`src/ssr_pkg.sv`:
```
// shared constants and types for the serial slave register access block
package ssr_pkg;

    // ----------------------------------------
    // slave address and framing
    // ----------------------------------------
    localparam logic [3:0] SLAVE_ADDR_FIXED = 4'ha;
    localparam logic [3:0] BITS_PER_BYTE    = 4'h8;
    localparam logic [2:0] TX_LAST_BIT      = 3'h7;

    // ----------------------------------------
    // memory map (byte addresses)
    // ----------------------------------------
    localparam logic [7:0] CONTROL_ADDR      = 8'hb7;
    localparam int         HALT_BIT          = 0;
    localparam logic [7:0] PW_ENTRY_BASE     = 8'hbc;
    localparam logic [7:0] STORED_PW_BASE    = 8'hc2;
    localparam logic [7:0] BIAS_DAC_ADDR     = 8'hd1;
    localparam logic [7:0] MOD_DAC_ADDR_HI   = 8'hd6;
    localparam logic [7:0] MOD_DAC_ADDR_LO   = 8'hd7;
    localparam logic [7:0] MOD_DAC_LO_MASK   = 8'hf0;
    localparam logic [7:0] ROW_MASK          = 8'hf8;
    localparam logic [2:0] ROW_INDEX_MASK    = 3'h7;

    // ----------------------------------------
    // reset values and the value a refused read returns
    // ----------------------------------------
    localparam logic [7:0] MEM_RESET         = 8'h00;
    localparam logic [7:0] PW_ENTRY_RESET    = 8'hff;
    localparam logic [7:0] REFUSED_READ      = 8'h00;
    localparam logic [7:0] ADDR_CNT_RESET    = 8'h00;

    // ----------------------------------------
    // nonvolatile commit time in cycles
    // ----------------------------------------
    localparam int         EE_WRITE_CYCLES   = 62500;

    // ----------------------------------------
    // carrier types
    // ----------------------------------------
    typedef struct packed {
        logic [7:0] addr;
        logic [7:0] data;
    } ssr_wr_s;

    typedef enum logic [3:0] {
        ST_IDLE,
        ST_SLAVE_ADDR,
        ST_MEM_ADDR,
        ST_WR_DATA,
        ST_ACK,
        ST_TX,
        ST_TX_ACK,
        ST_IGNORE
    } ssr_state_e;

endpackage

```
`src/ssr_top.sv`:
```
// two-wire slave port with byte memory, password gating and write fifo

// ----------------------------------------
// fifo
// ----------------------------------------
module ssr_fifo #(
    parameter int WIDTH = 16,
    parameter int DEPTH = 8
) (
    input  wire logic             mclk_in,
    input  wire logic             sys_rst_in,
    input  wire logic             in_valid_in,
    output logic                  in_ready_out,
    input  wire logic [WIDTH-1:0] in_data_in,
    output logic                  out_valid_out,
    input  wire logic             out_ready_in,
    output logic      [WIDTH-1:0] out_data_out
);
    localparam int AW = $clog2(DEPTH);

    logic [WIDTH-1:0] store_r [DEPTH];
    logic [AW-1:0]    wr_ptr_r;
    logic [AW-1:0]    rd_ptr_r;
    logic [AW:0]      count_r;
    logic             push;
    logic             pop;

    assign in_ready_out  = (count_r != (AW+1)'(DEPTH));
    assign out_valid_out = (count_r != '0);
    assign out_data_out  = store_r[rd_ptr_r];
    assign push          = in_valid_in & in_ready_out;
    assign pop           = out_valid_out & out_ready_in;

    always_ff @(posedge mclk_in) begin
        if (push) begin
            store_r[wr_ptr_r] <= in_data_in;
        end
    end

    always_ff @(posedge mclk_in) begin
        if (sys_rst_in) begin
            wr_ptr_r <= '0;
            rd_ptr_r <= '0;
            count_r  <= '0;
        end else begin
            if (push) begin
                wr_ptr_r <= (wr_ptr_r == AW'(DEPTH - 1)) ? '0 : wr_ptr_r + 1'b1;
            end
            if (pop) begin
                rd_ptr_r <= (rd_ptr_r == AW'(DEPTH - 1)) ? '0 : rd_ptr_r + 1'b1;
            end
            count_r <= count_r + (AW+1)'(push) - (AW+1)'(pop);
        end
    end
endmodule

// ----------------------------------------
// slave port
// ----------------------------------------
module ssr_top #(
    parameter int FIFO_DEPTH      = 8,
    parameter int EE_WRITE_CYCLES = ssr_pkg::EE_WRITE_CYCLES
) (
    input  wire logic mclk_in,
    input  wire logic sys_rst_in,
    input  wire logic scl_in,
    input  wire logic sda_in,
    output logic      sda_out,
    output logic      sda_oe_out,
    input  wire logic addr_select_bit2_in,
    input  wire logic addr_select_bit1_in,
    input  wire logic addr_select_bit0_in,
    output logic      loop_halt_out,
    output logic      commit_busy_out
);
    // ----------------------------------------
    // pin synchronisers
    // ----------------------------------------
    logic [4:0] pin_raw;
    logic [4:0] sync1_r;
    logic [4:0] sync2_r;
    logic [4:0] sync3_r;
    logic [4:0] pin_f_r;

    assign pin_raw = {addr_select_bit2_in, addr_select_bit1_in, addr_select_bit0_in,
                      sda_in, scl_in};

    // a change counts only once the second and third stages agree
    genvar gi;
    generate
        for (gi = 0; gi < 5; gi++) begin : g_sync
            always_ff @(posedge mclk_in) begin
                if (sys_rst_in) begin
                    sync1_r[gi] <= 1'b1;
                    sync2_r[gi] <= 1'b1;
                    sync3_r[gi] <= 1'b1;
                    pin_f_r[gi] <= 1'b1;
                end else begin
                    sync1_r[gi] <= pin_raw[gi];
                    sync2_r[gi] <= sync1_r[gi];
                    sync3_r[gi] <= sync2_r[gi];
                    if (sync2_r[gi] == sync3_r[gi]) begin
                        pin_f_r[gi] <= sync3_r[gi];
                    end
                end
            end
        end
    endgenerate

    // ----------------------------------------
    // bus events
    // ----------------------------------------
    logic scl_q_r;
    logic sda_q_r;
    logic scl_f;
    logic sda_f;
    logic scl_rise;
    logic scl_fall;
    logic start_cond;
    logic stop_cond;

    assign scl_f      = pin_f_r[0];
    assign sda_f      = pin_f_r[1];
    assign scl_rise   = scl_f & ~scl_q_r;
    assign scl_fall   = ~scl_f & scl_q_r;
    assign start_cond = scl_f & scl_q_r & sda_q_r & ~sda_f;
    assign stop_cond  = scl_f & scl_q_r & ~sda_q_r & sda_f;

    always_ff @(posedge mclk_in) begin
        if (sys_rst_in) begin
            scl_q_r <= 1'b1;
            sda_q_r <= 1'b1;
        end else begin
            scl_q_r <= scl_f;
            sda_q_r <= sda_f;
        end
    end

    // ----------------------------------------
    // memory and access gating
    // ----------------------------------------
    logic [7:0]      mem_r [256];
    logic [31:0]     pw_entry;
    logic [31:0]     pw_stored;
    logic            unlocked;
    logic            halted;
    logic [7:0]      addr_cnt_r;
    ssr_pkg::ssr_wr_s fifo_in;
    ssr_pkg::ssr_wr_s fifo_out;
    logic            fifo_in_valid;
    logic            fifo_in_ready;
    logic            fifo_out_valid;
    logic            fifo_out_ready;
    logic            read_load;

    assign pw_entry  = {mem_r[ssr_pkg::PW_ENTRY_BASE], mem_r[ssr_pkg::PW_ENTRY_BASE + 8'h1],
                        mem_r[ssr_pkg::PW_ENTRY_BASE + 8'h2],
                        mem_r[ssr_pkg::PW_ENTRY_BASE + 8'h3]};
    assign pw_stored = {mem_r[ssr_pkg::STORED_PW_BASE], mem_r[ssr_pkg::STORED_PW_BASE + 8'h1],
                        mem_r[ssr_pkg::STORED_PW_BASE + 8'h2],
                        mem_r[ssr_pkg::STORED_PW_BASE + 8'h3]};
    assign unlocked      = (pw_entry == pw_stored);
    assign halted        = mem_r[ssr_pkg::CONTROL_ADDR][ssr_pkg::HALT_BIT];
    assign loop_halt_out = halted;

    function automatic logic is_pw_entry(input logic [7:0] a);
        is_pw_entry = (a >= ssr_pkg::PW_ENTRY_BASE) && (a <= ssr_pkg::PW_ENTRY_BASE + 8'h3);
    endfunction

    function automatic logic is_volatile(input logic [7:0] a);
        is_volatile = is_pw_entry(a) || (a == ssr_pkg::BIAS_DAC_ADDR) ||
                      (a == ssr_pkg::MOD_DAC_ADDR_HI) || (a == ssr_pkg::MOD_DAC_ADDR_LO);
    endfunction

    // read view of one location with its gating applied
    function automatic logic [7:0] read_view(input logic [7:0] a, input logic unl,
                                             input logic hlt, input logic [7:0] raw);
        if ((a >= ssr_pkg::STORED_PW_BASE) && (a <= ssr_pkg::STORED_PW_BASE + 8'h3)) begin
            read_view = unl ? raw : ssr_pkg::REFUSED_READ;
        end else if (a == ssr_pkg::BIAS_DAC_ADDR) begin
            read_view = (unl && hlt) ? raw : ssr_pkg::REFUSED_READ;
        end else if (a == ssr_pkg::MOD_DAC_ADDR_HI) begin
            read_view = (unl && hlt) ? raw : ssr_pkg::REFUSED_READ;
        end else if (a == ssr_pkg::MOD_DAC_ADDR_LO) begin
            read_view = (unl && hlt) ? (raw & ssr_pkg::MOD_DAC_LO_MASK)
                                     : ssr_pkg::REFUSED_READ;
        end else begin
            read_view = raw;
        end
    endfunction

    // drain yields the memory port to a read byte load
    assign fifo_out_ready = ~read_load;

    always_ff @(posedge mclk_in) begin
        if (sys_rst_in) begin
            for (int i = 0; i < 256; i++) begin
                mem_r[i] <= ssr_pkg::MEM_RESET;
            end
            for (int i = 0; i < 4; i++) begin
                mem_r[ssr_pkg::PW_ENTRY_BASE + 8'(i)] <= ssr_pkg::PW_ENTRY_RESET;
            end
        end else if (fifo_out_valid && fifo_out_ready) begin
            if (unlocked || is_pw_entry(fifo_out.addr)) begin
                mem_r[fifo_out.addr] <= fifo_out.data;
            end
        end
    end

    ssr_fifo #(
        .WIDTH ($bits(ssr_pkg::ssr_wr_s)),
        .DEPTH (FIFO_DEPTH)
    ) u_fifo (
        .mclk_in       (mclk_in),
        .sys_rst_in    (sys_rst_in),
        .in_valid_in   (fifo_in_valid),
        .in_ready_out  (fifo_in_ready),
        .in_data_in    (fifo_in),
        .out_valid_out (fifo_out_valid),
        .out_ready_in  (fifo_out_ready),
        .out_data_out  (fifo_out)
    );

    // ----------------------------------------
    // byte engine
    // ----------------------------------------
    ssr_pkg::ssr_state_e state_r;
    ssr_pkg::ssr_state_e ack_next_r;
    logic [7:0]          shift_r;
    logic [3:0]          bit_cnt_r;
    logic                sda_oe_r;
    logic                rw_r;
    logic                master_ack_r;
    logic                dirty_r;
    logic [31:0]         busy_cnt_r;
    logic                busy;
    logic                addr_match;
    logic [7:0]          rd_byte;
    logic [7:0]          wr_addr_nxt;

    assign busy            = (busy_cnt_r != '0);
    assign commit_busy_out = busy;
    assign sda_out         = 1'b0;
    assign sda_oe_out      = sda_oe_r;
    assign addr_match      = (shift_r[7:1] == {ssr_pkg::SLAVE_ADDR_FIXED, pin_f_r[4:2]});
    assign rd_byte         = read_view(addr_cnt_r, unlocked, halted, mem_r[addr_cnt_r]);
    assign read_load       = scl_fall && ((state_r == ssr_pkg::ST_ACK && ack_next_r ==
                             ssr_pkg::ST_TX) || (state_r == ssr_pkg::ST_TX_ACK && master_ack_r));
    assign wr_addr_nxt     = (addr_cnt_r & ssr_pkg::ROW_MASK) |
                             {5'h00, (addr_cnt_r[2:0] + 3'h1) & ssr_pkg::ROW_INDEX_MASK};
    assign fifo_in.addr    = addr_cnt_r;
    assign fifo_in.data    = shift_r;
    assign fifo_in_valid   = scl_fall && (state_r == ssr_pkg::ST_WR_DATA) &&
                             (bit_cnt_r == ssr_pkg::BITS_PER_BYTE);

    always_ff @(posedge mclk_in) begin
        if (sys_rst_in) begin
            state_r      <= ssr_pkg::ST_IDLE;
            ack_next_r   <= ssr_pkg::ST_IDLE;
            shift_r      <= '0;
            bit_cnt_r    <= '0;
            sda_oe_r     <= 1'b0;
            rw_r         <= 1'b0;
            master_ack_r <= 1'b0;
            addr_cnt_r   <= ssr_pkg::ADDR_CNT_RESET;
        end else if (start_cond) begin
            state_r   <= ssr_pkg::ST_SLAVE_ADDR;
            bit_cnt_r <= '0;
            sda_oe_r  <= 1'b0;
        end else if (stop_cond) begin
            state_r   <= ssr_pkg::ST_IDLE;
            bit_cnt_r <= '0;
            sda_oe_r  <= 1'b0;
        end else begin
            case (state_r)
                ssr_pkg::ST_SLAVE_ADDR, ssr_pkg::ST_MEM_ADDR, ssr_pkg::ST_WR_DATA: begin
                    if (scl_rise && bit_cnt_r != ssr_pkg::BITS_PER_BYTE) begin
                        shift_r   <= {shift_r[6:0], sda_f};
                        bit_cnt_r <= bit_cnt_r + 4'h1;
                    end else if (scl_fall && bit_cnt_r == ssr_pkg::BITS_PER_BYTE) begin
                        state_r <= ssr_pkg::ST_ACK;
                        if (state_r == ssr_pkg::ST_SLAVE_ADDR) begin
                            rw_r <= shift_r[0];
                            if (addr_match && !busy) begin
                                sda_oe_r   <= 1'b1;
                                ack_next_r <= shift_r[0] ? ssr_pkg::ST_TX
                                                         : ssr_pkg::ST_MEM_ADDR;
                            end else begin
                                state_r <= ssr_pkg::ST_IGNORE;
                            end
                        end else if (state_r == ssr_pkg::ST_MEM_ADDR) begin
                            addr_cnt_r <= shift_r;
                            sda_oe_r   <= 1'b1;
                            ack_next_r <= ssr_pkg::ST_WR_DATA;
                        end else begin
                            // a full fifo answers with a nack and drops the byte
                            sda_oe_r   <= fifo_in_ready;
                            ack_next_r <= ssr_pkg::ST_WR_DATA;
                            if (fifo_in_ready) begin
                                addr_cnt_r <= wr_addr_nxt;
                            end
                        end
                    end
                end
                ssr_pkg::ST_ACK: begin
                    if (scl_fall) begin
                        bit_cnt_r <= '0;
                        state_r   <= ack_next_r;
                        if (ack_next_r == ssr_pkg::ST_TX) begin
                            shift_r    <= {rd_byte[6:0], 1'b0};
                            sda_oe_r   <= ~rd_byte[7];
                            addr_cnt_r <= addr_cnt_r + 8'h1;
                        end else begin
                            sda_oe_r <= 1'b0;
                        end
                    end
                end
                ssr_pkg::ST_TX: begin
                    if (scl_fall) begin
                        bit_cnt_r <= bit_cnt_r + 4'h1;
                        if (bit_cnt_r[2:0] == ssr_pkg::TX_LAST_BIT) begin
                            sda_oe_r <= 1'b0;
                            state_r  <= ssr_pkg::ST_TX_ACK;
                        end else begin
                            sda_oe_r <= ~shift_r[7];
                            shift_r  <= {shift_r[6:0], 1'b0};
                        end
                    end
                end
                ssr_pkg::ST_TX_ACK: begin
                    if (scl_rise) begin
                        master_ack_r <= ~sda_f;
                    end else if (scl_fall) begin
                        bit_cnt_r <= '0;
                        if (master_ack_r) begin
                            shift_r    <= {rd_byte[6:0], 1'b0};
                            sda_oe_r   <= ~rd_byte[7];
                            addr_cnt_r <= addr_cnt_r + 8'h1;
                            state_r    <= ssr_pkg::ST_TX;
                        end else begin
                            sda_oe_r <= 1'b0;
                            state_r  <= ssr_pkg::ST_IGNORE;
                        end
                    end
                end
                default: begin
                    sda_oe_r <= 1'b0;
                end
            endcase
        end
    end

    // ----------------------------------------
    // row commit timer
    // ----------------------------------------
    // any write accepted while unlocked outside the volatile bytes wears a row and costs a commit
    always_ff @(posedge mclk_in) begin
        if (sys_rst_in) begin
            dirty_r    <= 1'b0;
            busy_cnt_r <= '0;
        end else begin
            if (stop_cond && dirty_r) begin
                busy_cnt_r <= 32'(EE_WRITE_CYCLES);
            end else if (busy) begin
                busy_cnt_r <= busy_cnt_r - 32'h1;
            end
            if (stop_cond) begin
                dirty_r <= 1'b0;
            end else if (fifo_in_valid && fifo_in_ready && unlocked &&
                         !is_volatile(addr_cnt_r)) begin
                dirty_r <= 1'b1;
            end
        end
    end

endmodule

```
`config.mk`:
```
export PLATFORM = sky130hd
export DESIGN_NAME = ssr_top
export DESIGN_NICKNAME = d
export VERILOG_FILES = /design/src/ssr_pkg.sv /design/src/ssr_top.sv
export SDC_FILE = /design/constraint.sdc
export NUM_CORES = 2
export LEC_CHECK = 0
export BUFFER_PORTS_ARGS = -buffer_cell sky130_fd_sc_hd__buf_4
export CORE_MARGIN = 2
export CORE_UTILIZATION = 60
export CTS_BUF_LIST = sky130_fd_sc_hd__clkbuf_4 sky130_fd_sc_hd__clkbuf_8
export DETAILED_ROUTE_END_ITERATION = 12
export PLACE_DENSITY = 0.76
export SLEW_MARGIN = 20
export SYNTH_ARGS = -nofsm -noshare
export SYNTH_HDL_FRONTEND = slang
export SYNTH_SLANG_ARGS = --single-unit
```
`constraint.sdc`:
```
create_clock -name mclk_in -period 3.79 [get_ports mclk_in]
set_input_delay 0 -clock mclk_in [delete_from_list [all_inputs] [get_ports mclk_in]]
set_output_delay 0 -clock mclk_in [all_outputs]
set_load 0.01 [all_outputs]
```
==> flow_metrics.tcl <==
set metrics [dict create \
    endpoint "shift_r[4]" \
    max_stage_delay_ns 0.59 \
    worst-path-max-fanout 24 \
    num_vias 64404 \
    post-route-min-period_ns 3.846 \
    seq_area_um2 67440 \
    min_period_over_period_pct 101.5 \
    post_cts_buffers 0 \
    dp_hpwl_um 190200 \
    hold_viol 0 \
    reg2reg_depth 9 \
    first_global_vias 63663 \
    cts_tree "yes" \
    h-tree-depth 5 \
    relSlewSlack_pct 11.14 \
    fin_cells 9628 \
    rows 149 \
    root_buffer "clkbuf_8" \
    synth-seq-area-share_pct 67.30 \
    clk_path_buf_depth 4 \
    path_class "reg2reg" \
    synth_fa_ha_area_share_pct 0.2448 \
    multi_input_area_um2 30100 \
    fin_skew_ns 0.09522 \
    grt_start_max_net_pins 133 \
    max_cap_violations 0 \
    synth_cell_types 81 \
    synth-edff-count 2176 \
    reg2reg_slack_ns -0.06 \
    numCtsBuffers 372 \
    place_ws_ns -0.07902 \
    yosysTopAreaCellShare_pct 65.23 \
    synth_xor_xnor_area_share_pct 0.5246 \
    finalWorstSetupSlack_ns -0.05555 \
    drive_above_1_share_pct 21.28 \
    io_pins 11 \
    min_path_cells 3 \
    first_pass_iters 9 \
    avgSynthCellArea_um2 14.19 \
    core_area_um2 165400 \
    die_height_um 412.6 \
    grt_pass1_wl_um 425500 \
    grt_remaining_overflow 0 \
    wl_per_cell_um 30.74 \
    path_common_cell "buf_12" \
    synthSimpleGateAreaFrac_pct 10.78 \
    fin_nets 7194 \
    antenna_left 0 \
    areaGrowthSynthToFinish_pct 11.12 \
    p_per_area_nw_per_um2 507.4 \
    syn_inst 7058 \
    dieWidth_um 412.6 \
    crit_chain "buf_12 > buf_12 > buf_4 > mux4_2 > a221oi_1 > o22ai_1 > a21oi_1 > o21ai_1 > a41o_1" \
    synth_top_family_by_area "multiplexers" \
    synth_flop_cell "edfxtp_1" \
    ys_ff_latch 2280 \
    dieArea_um2 170300 \
    critPathLaunchType "flop" \
    worstPathRequired_ns 4.76 \
    async_reset_ff_share_pct 0 \
    num-fill-cells 11007 \
    synth_top_cell_by_area "edfxtp_1" \
    drc_errors 0 \
    hp-class "in2reg" \
    yosysWarnings 0 \
    outcome "complete, but fails checks" \
    crit_path_end_kind "flop" \
    finalSetupViolCount 2 \
    clk_pin_slew_ns 0.06 \
    gp_congestion 0.9564 \
    antenna_found_initial 13 \
    tightest_slew_ns 1.323 \
    synthTopCellsByArea "edfxtp_1 65%, mux4_2 12%, nor2_1 8.1%" \
    slowest_stage "mux4_2" \
    portBuffers 9 \
    hold_path.startpoint "sys_rst_in" \
    start_util_pct 60.58 \
    muxShareOfSynthArea_pct 13.21 \
    place_inst 8965 \
    grt_use_total_pct 34.95 \
    violations "negative setup slack" \
    finalMaxSlewViolations 0 \
    clk_latency_ns 1.11 \
    via_per_inst 6.689 \
    cts.sinks 2280 \
    fmax_mhz 260.0 \
    synth_area_um2 100200 \
    totalWireLength_um 296000 \
    vdd_drop_max_v 0.0007184 \
    synth_nets 7084 \
    p_leak_nw 37.10 \
    drt_iter0_drc 9872 \
    synth_compound_area_share_pct 4.955 \
    arrival_ns 4.82 \
    timing.rr.end "shift_r[4]" \
]
layer usage:
layer | GRT usage, % | vias up | share of wire, %
li1 | - | 26362 | -
met1 | 46.10 | 32106 | 33
met2 | 52.50 | 4991 | 45
met3 | 10.39 | 935 | 15
met4 | 19.49 | 10 | 6.4
met5 | 0 | - | 0.022
how the worst min path moves through the flow:
| stage | slack, ns | endpoint |
|---|---|---|
| floorplan | 0.10 | sync1_r[0] |
| global placement | 0.19 | sync1_r[3] |
| detailed placement | 0.19 | sync1_r[3] |
| CTS | 0.001 | scl_f |
| global route | 0.07 | scl_f |
| finish | 0.05 | scl_f |
registers in the layout (all words and copies together) (netlist names), 5 cells and up, named ones only:
register / flops
sync3_r: 5
mem_r: 2048
u_fifo.store_r: 128
sync2_r: 5
busy_cnt_r: 32
addr_cnt_r: 8
shift_r: 8
sync1_r: 5
Yosys cell counts (25+ instances only):
library cell / number
a211oi_1: 25
a21o_1: 250
a21oi_1: 113
a221oi_1: 29
a22o_1: 27
a22oi_1: 98
buf_2: 261
buf_4: 39
clkbuf_1: 316
dfxtp_1: 104
edfxtp_1: 2176
mux2i_1: 91
mux4_2: 538
nand2_1: 263
nand2b_1: 33
nand3_1: 35
nor2_1: 2170
nor2b_1: 25
nor3_1: 26
nor4_1: 27
o21ai_0: 38
or2_2: 26
xor2_1: 48
area by class of cell:
type                       count  area share (%)
clock inverter               122          0.6316
antenna                       10         0.02248
inverter                      22         0.07418
sequential                  2280           60.58
clock buffer                 513           5.640
timing repair buffer         378           3.553
multi-input combinational   4114           27.04
tap                         2189           2.460
through the flow:
step                      utilization, %  setup TNS [ns]  power, mW  hold WS (ns)  area (µm²)
after floorplan                        -               0      33.28        0.1038      100200
after global placement             62.95        -0.06553      35.83        0.1883      104100
after detailed placement           62.95        -0.07902      36.03        0.1883      104100
after CTS                          67.28               0      56.28      0.001057      111300
after global routing               67.31       -0.008394      57.86       0.06532      111300
final                              67.32        -0.09794      56.48       0.05357      111300
kinds of logic after synthesis:
logic type                 after synthesis
AOI/OAI and AO/OA                      693
xor gates and xnor gates                60
adders and majority gates               19
buffers and inverters                  664
DFF                                   2280
muxes                                  647
other                                    1
and+or+nand+nor                       2694
critical path: cells and delay by family, from the launching register on:
| family | cells | cell delay, ns |
|---|---|---|
| buf+inv | 3 | 0.84 |
| flops | 1 | 0.58 |
| compound gates | 5 | 1.64 |
| mux | 1 | 0.59 |
power by group:
part           switching (mW)  internal [mW]  total [mW]  leakage [nW]
clock network            9.62           11.1        20.7          3.71
registers               0.445           28.4        28.9          23.1
logic                    4.99           1.90        6.89          10.3
total                    15.1           41.4        56.5          37.1
cells in the final DEF (no fill, tap or decap), types with 27 or more instances in the layout:
cell	synthesis	routed
a21o_1	250	239
a21oi_1	113	113
a221oi_1	29	29
a22o_1	27	27
a22oi_1	98	98
buf_12	0	85
buf_4	39	274
clkbuf_4	0	125
clkbuf_8	0	388
clkinv_1	2	83
clkinv_2	0	27
dfxtp_1	104	97
edfxtp_1	2176	2176
mux2i_1	91	90
mux4_2	538	538
nand2_1	263	247
nand2b_1	33	33
nand3_1	35	35
nor2_1	2170	2150
o21ai_0	38	37
xor2_1	48	48
repair_timing:
item,4_1_cts,5_1_grt
setup endpoints to repair,19,251
hold buffers,17,0
endpoints found under the hold margin,550,0
gates resized for setup,6,12
pin swaps,0,0
Note: power is estimated with default switching activity, not from simulation.
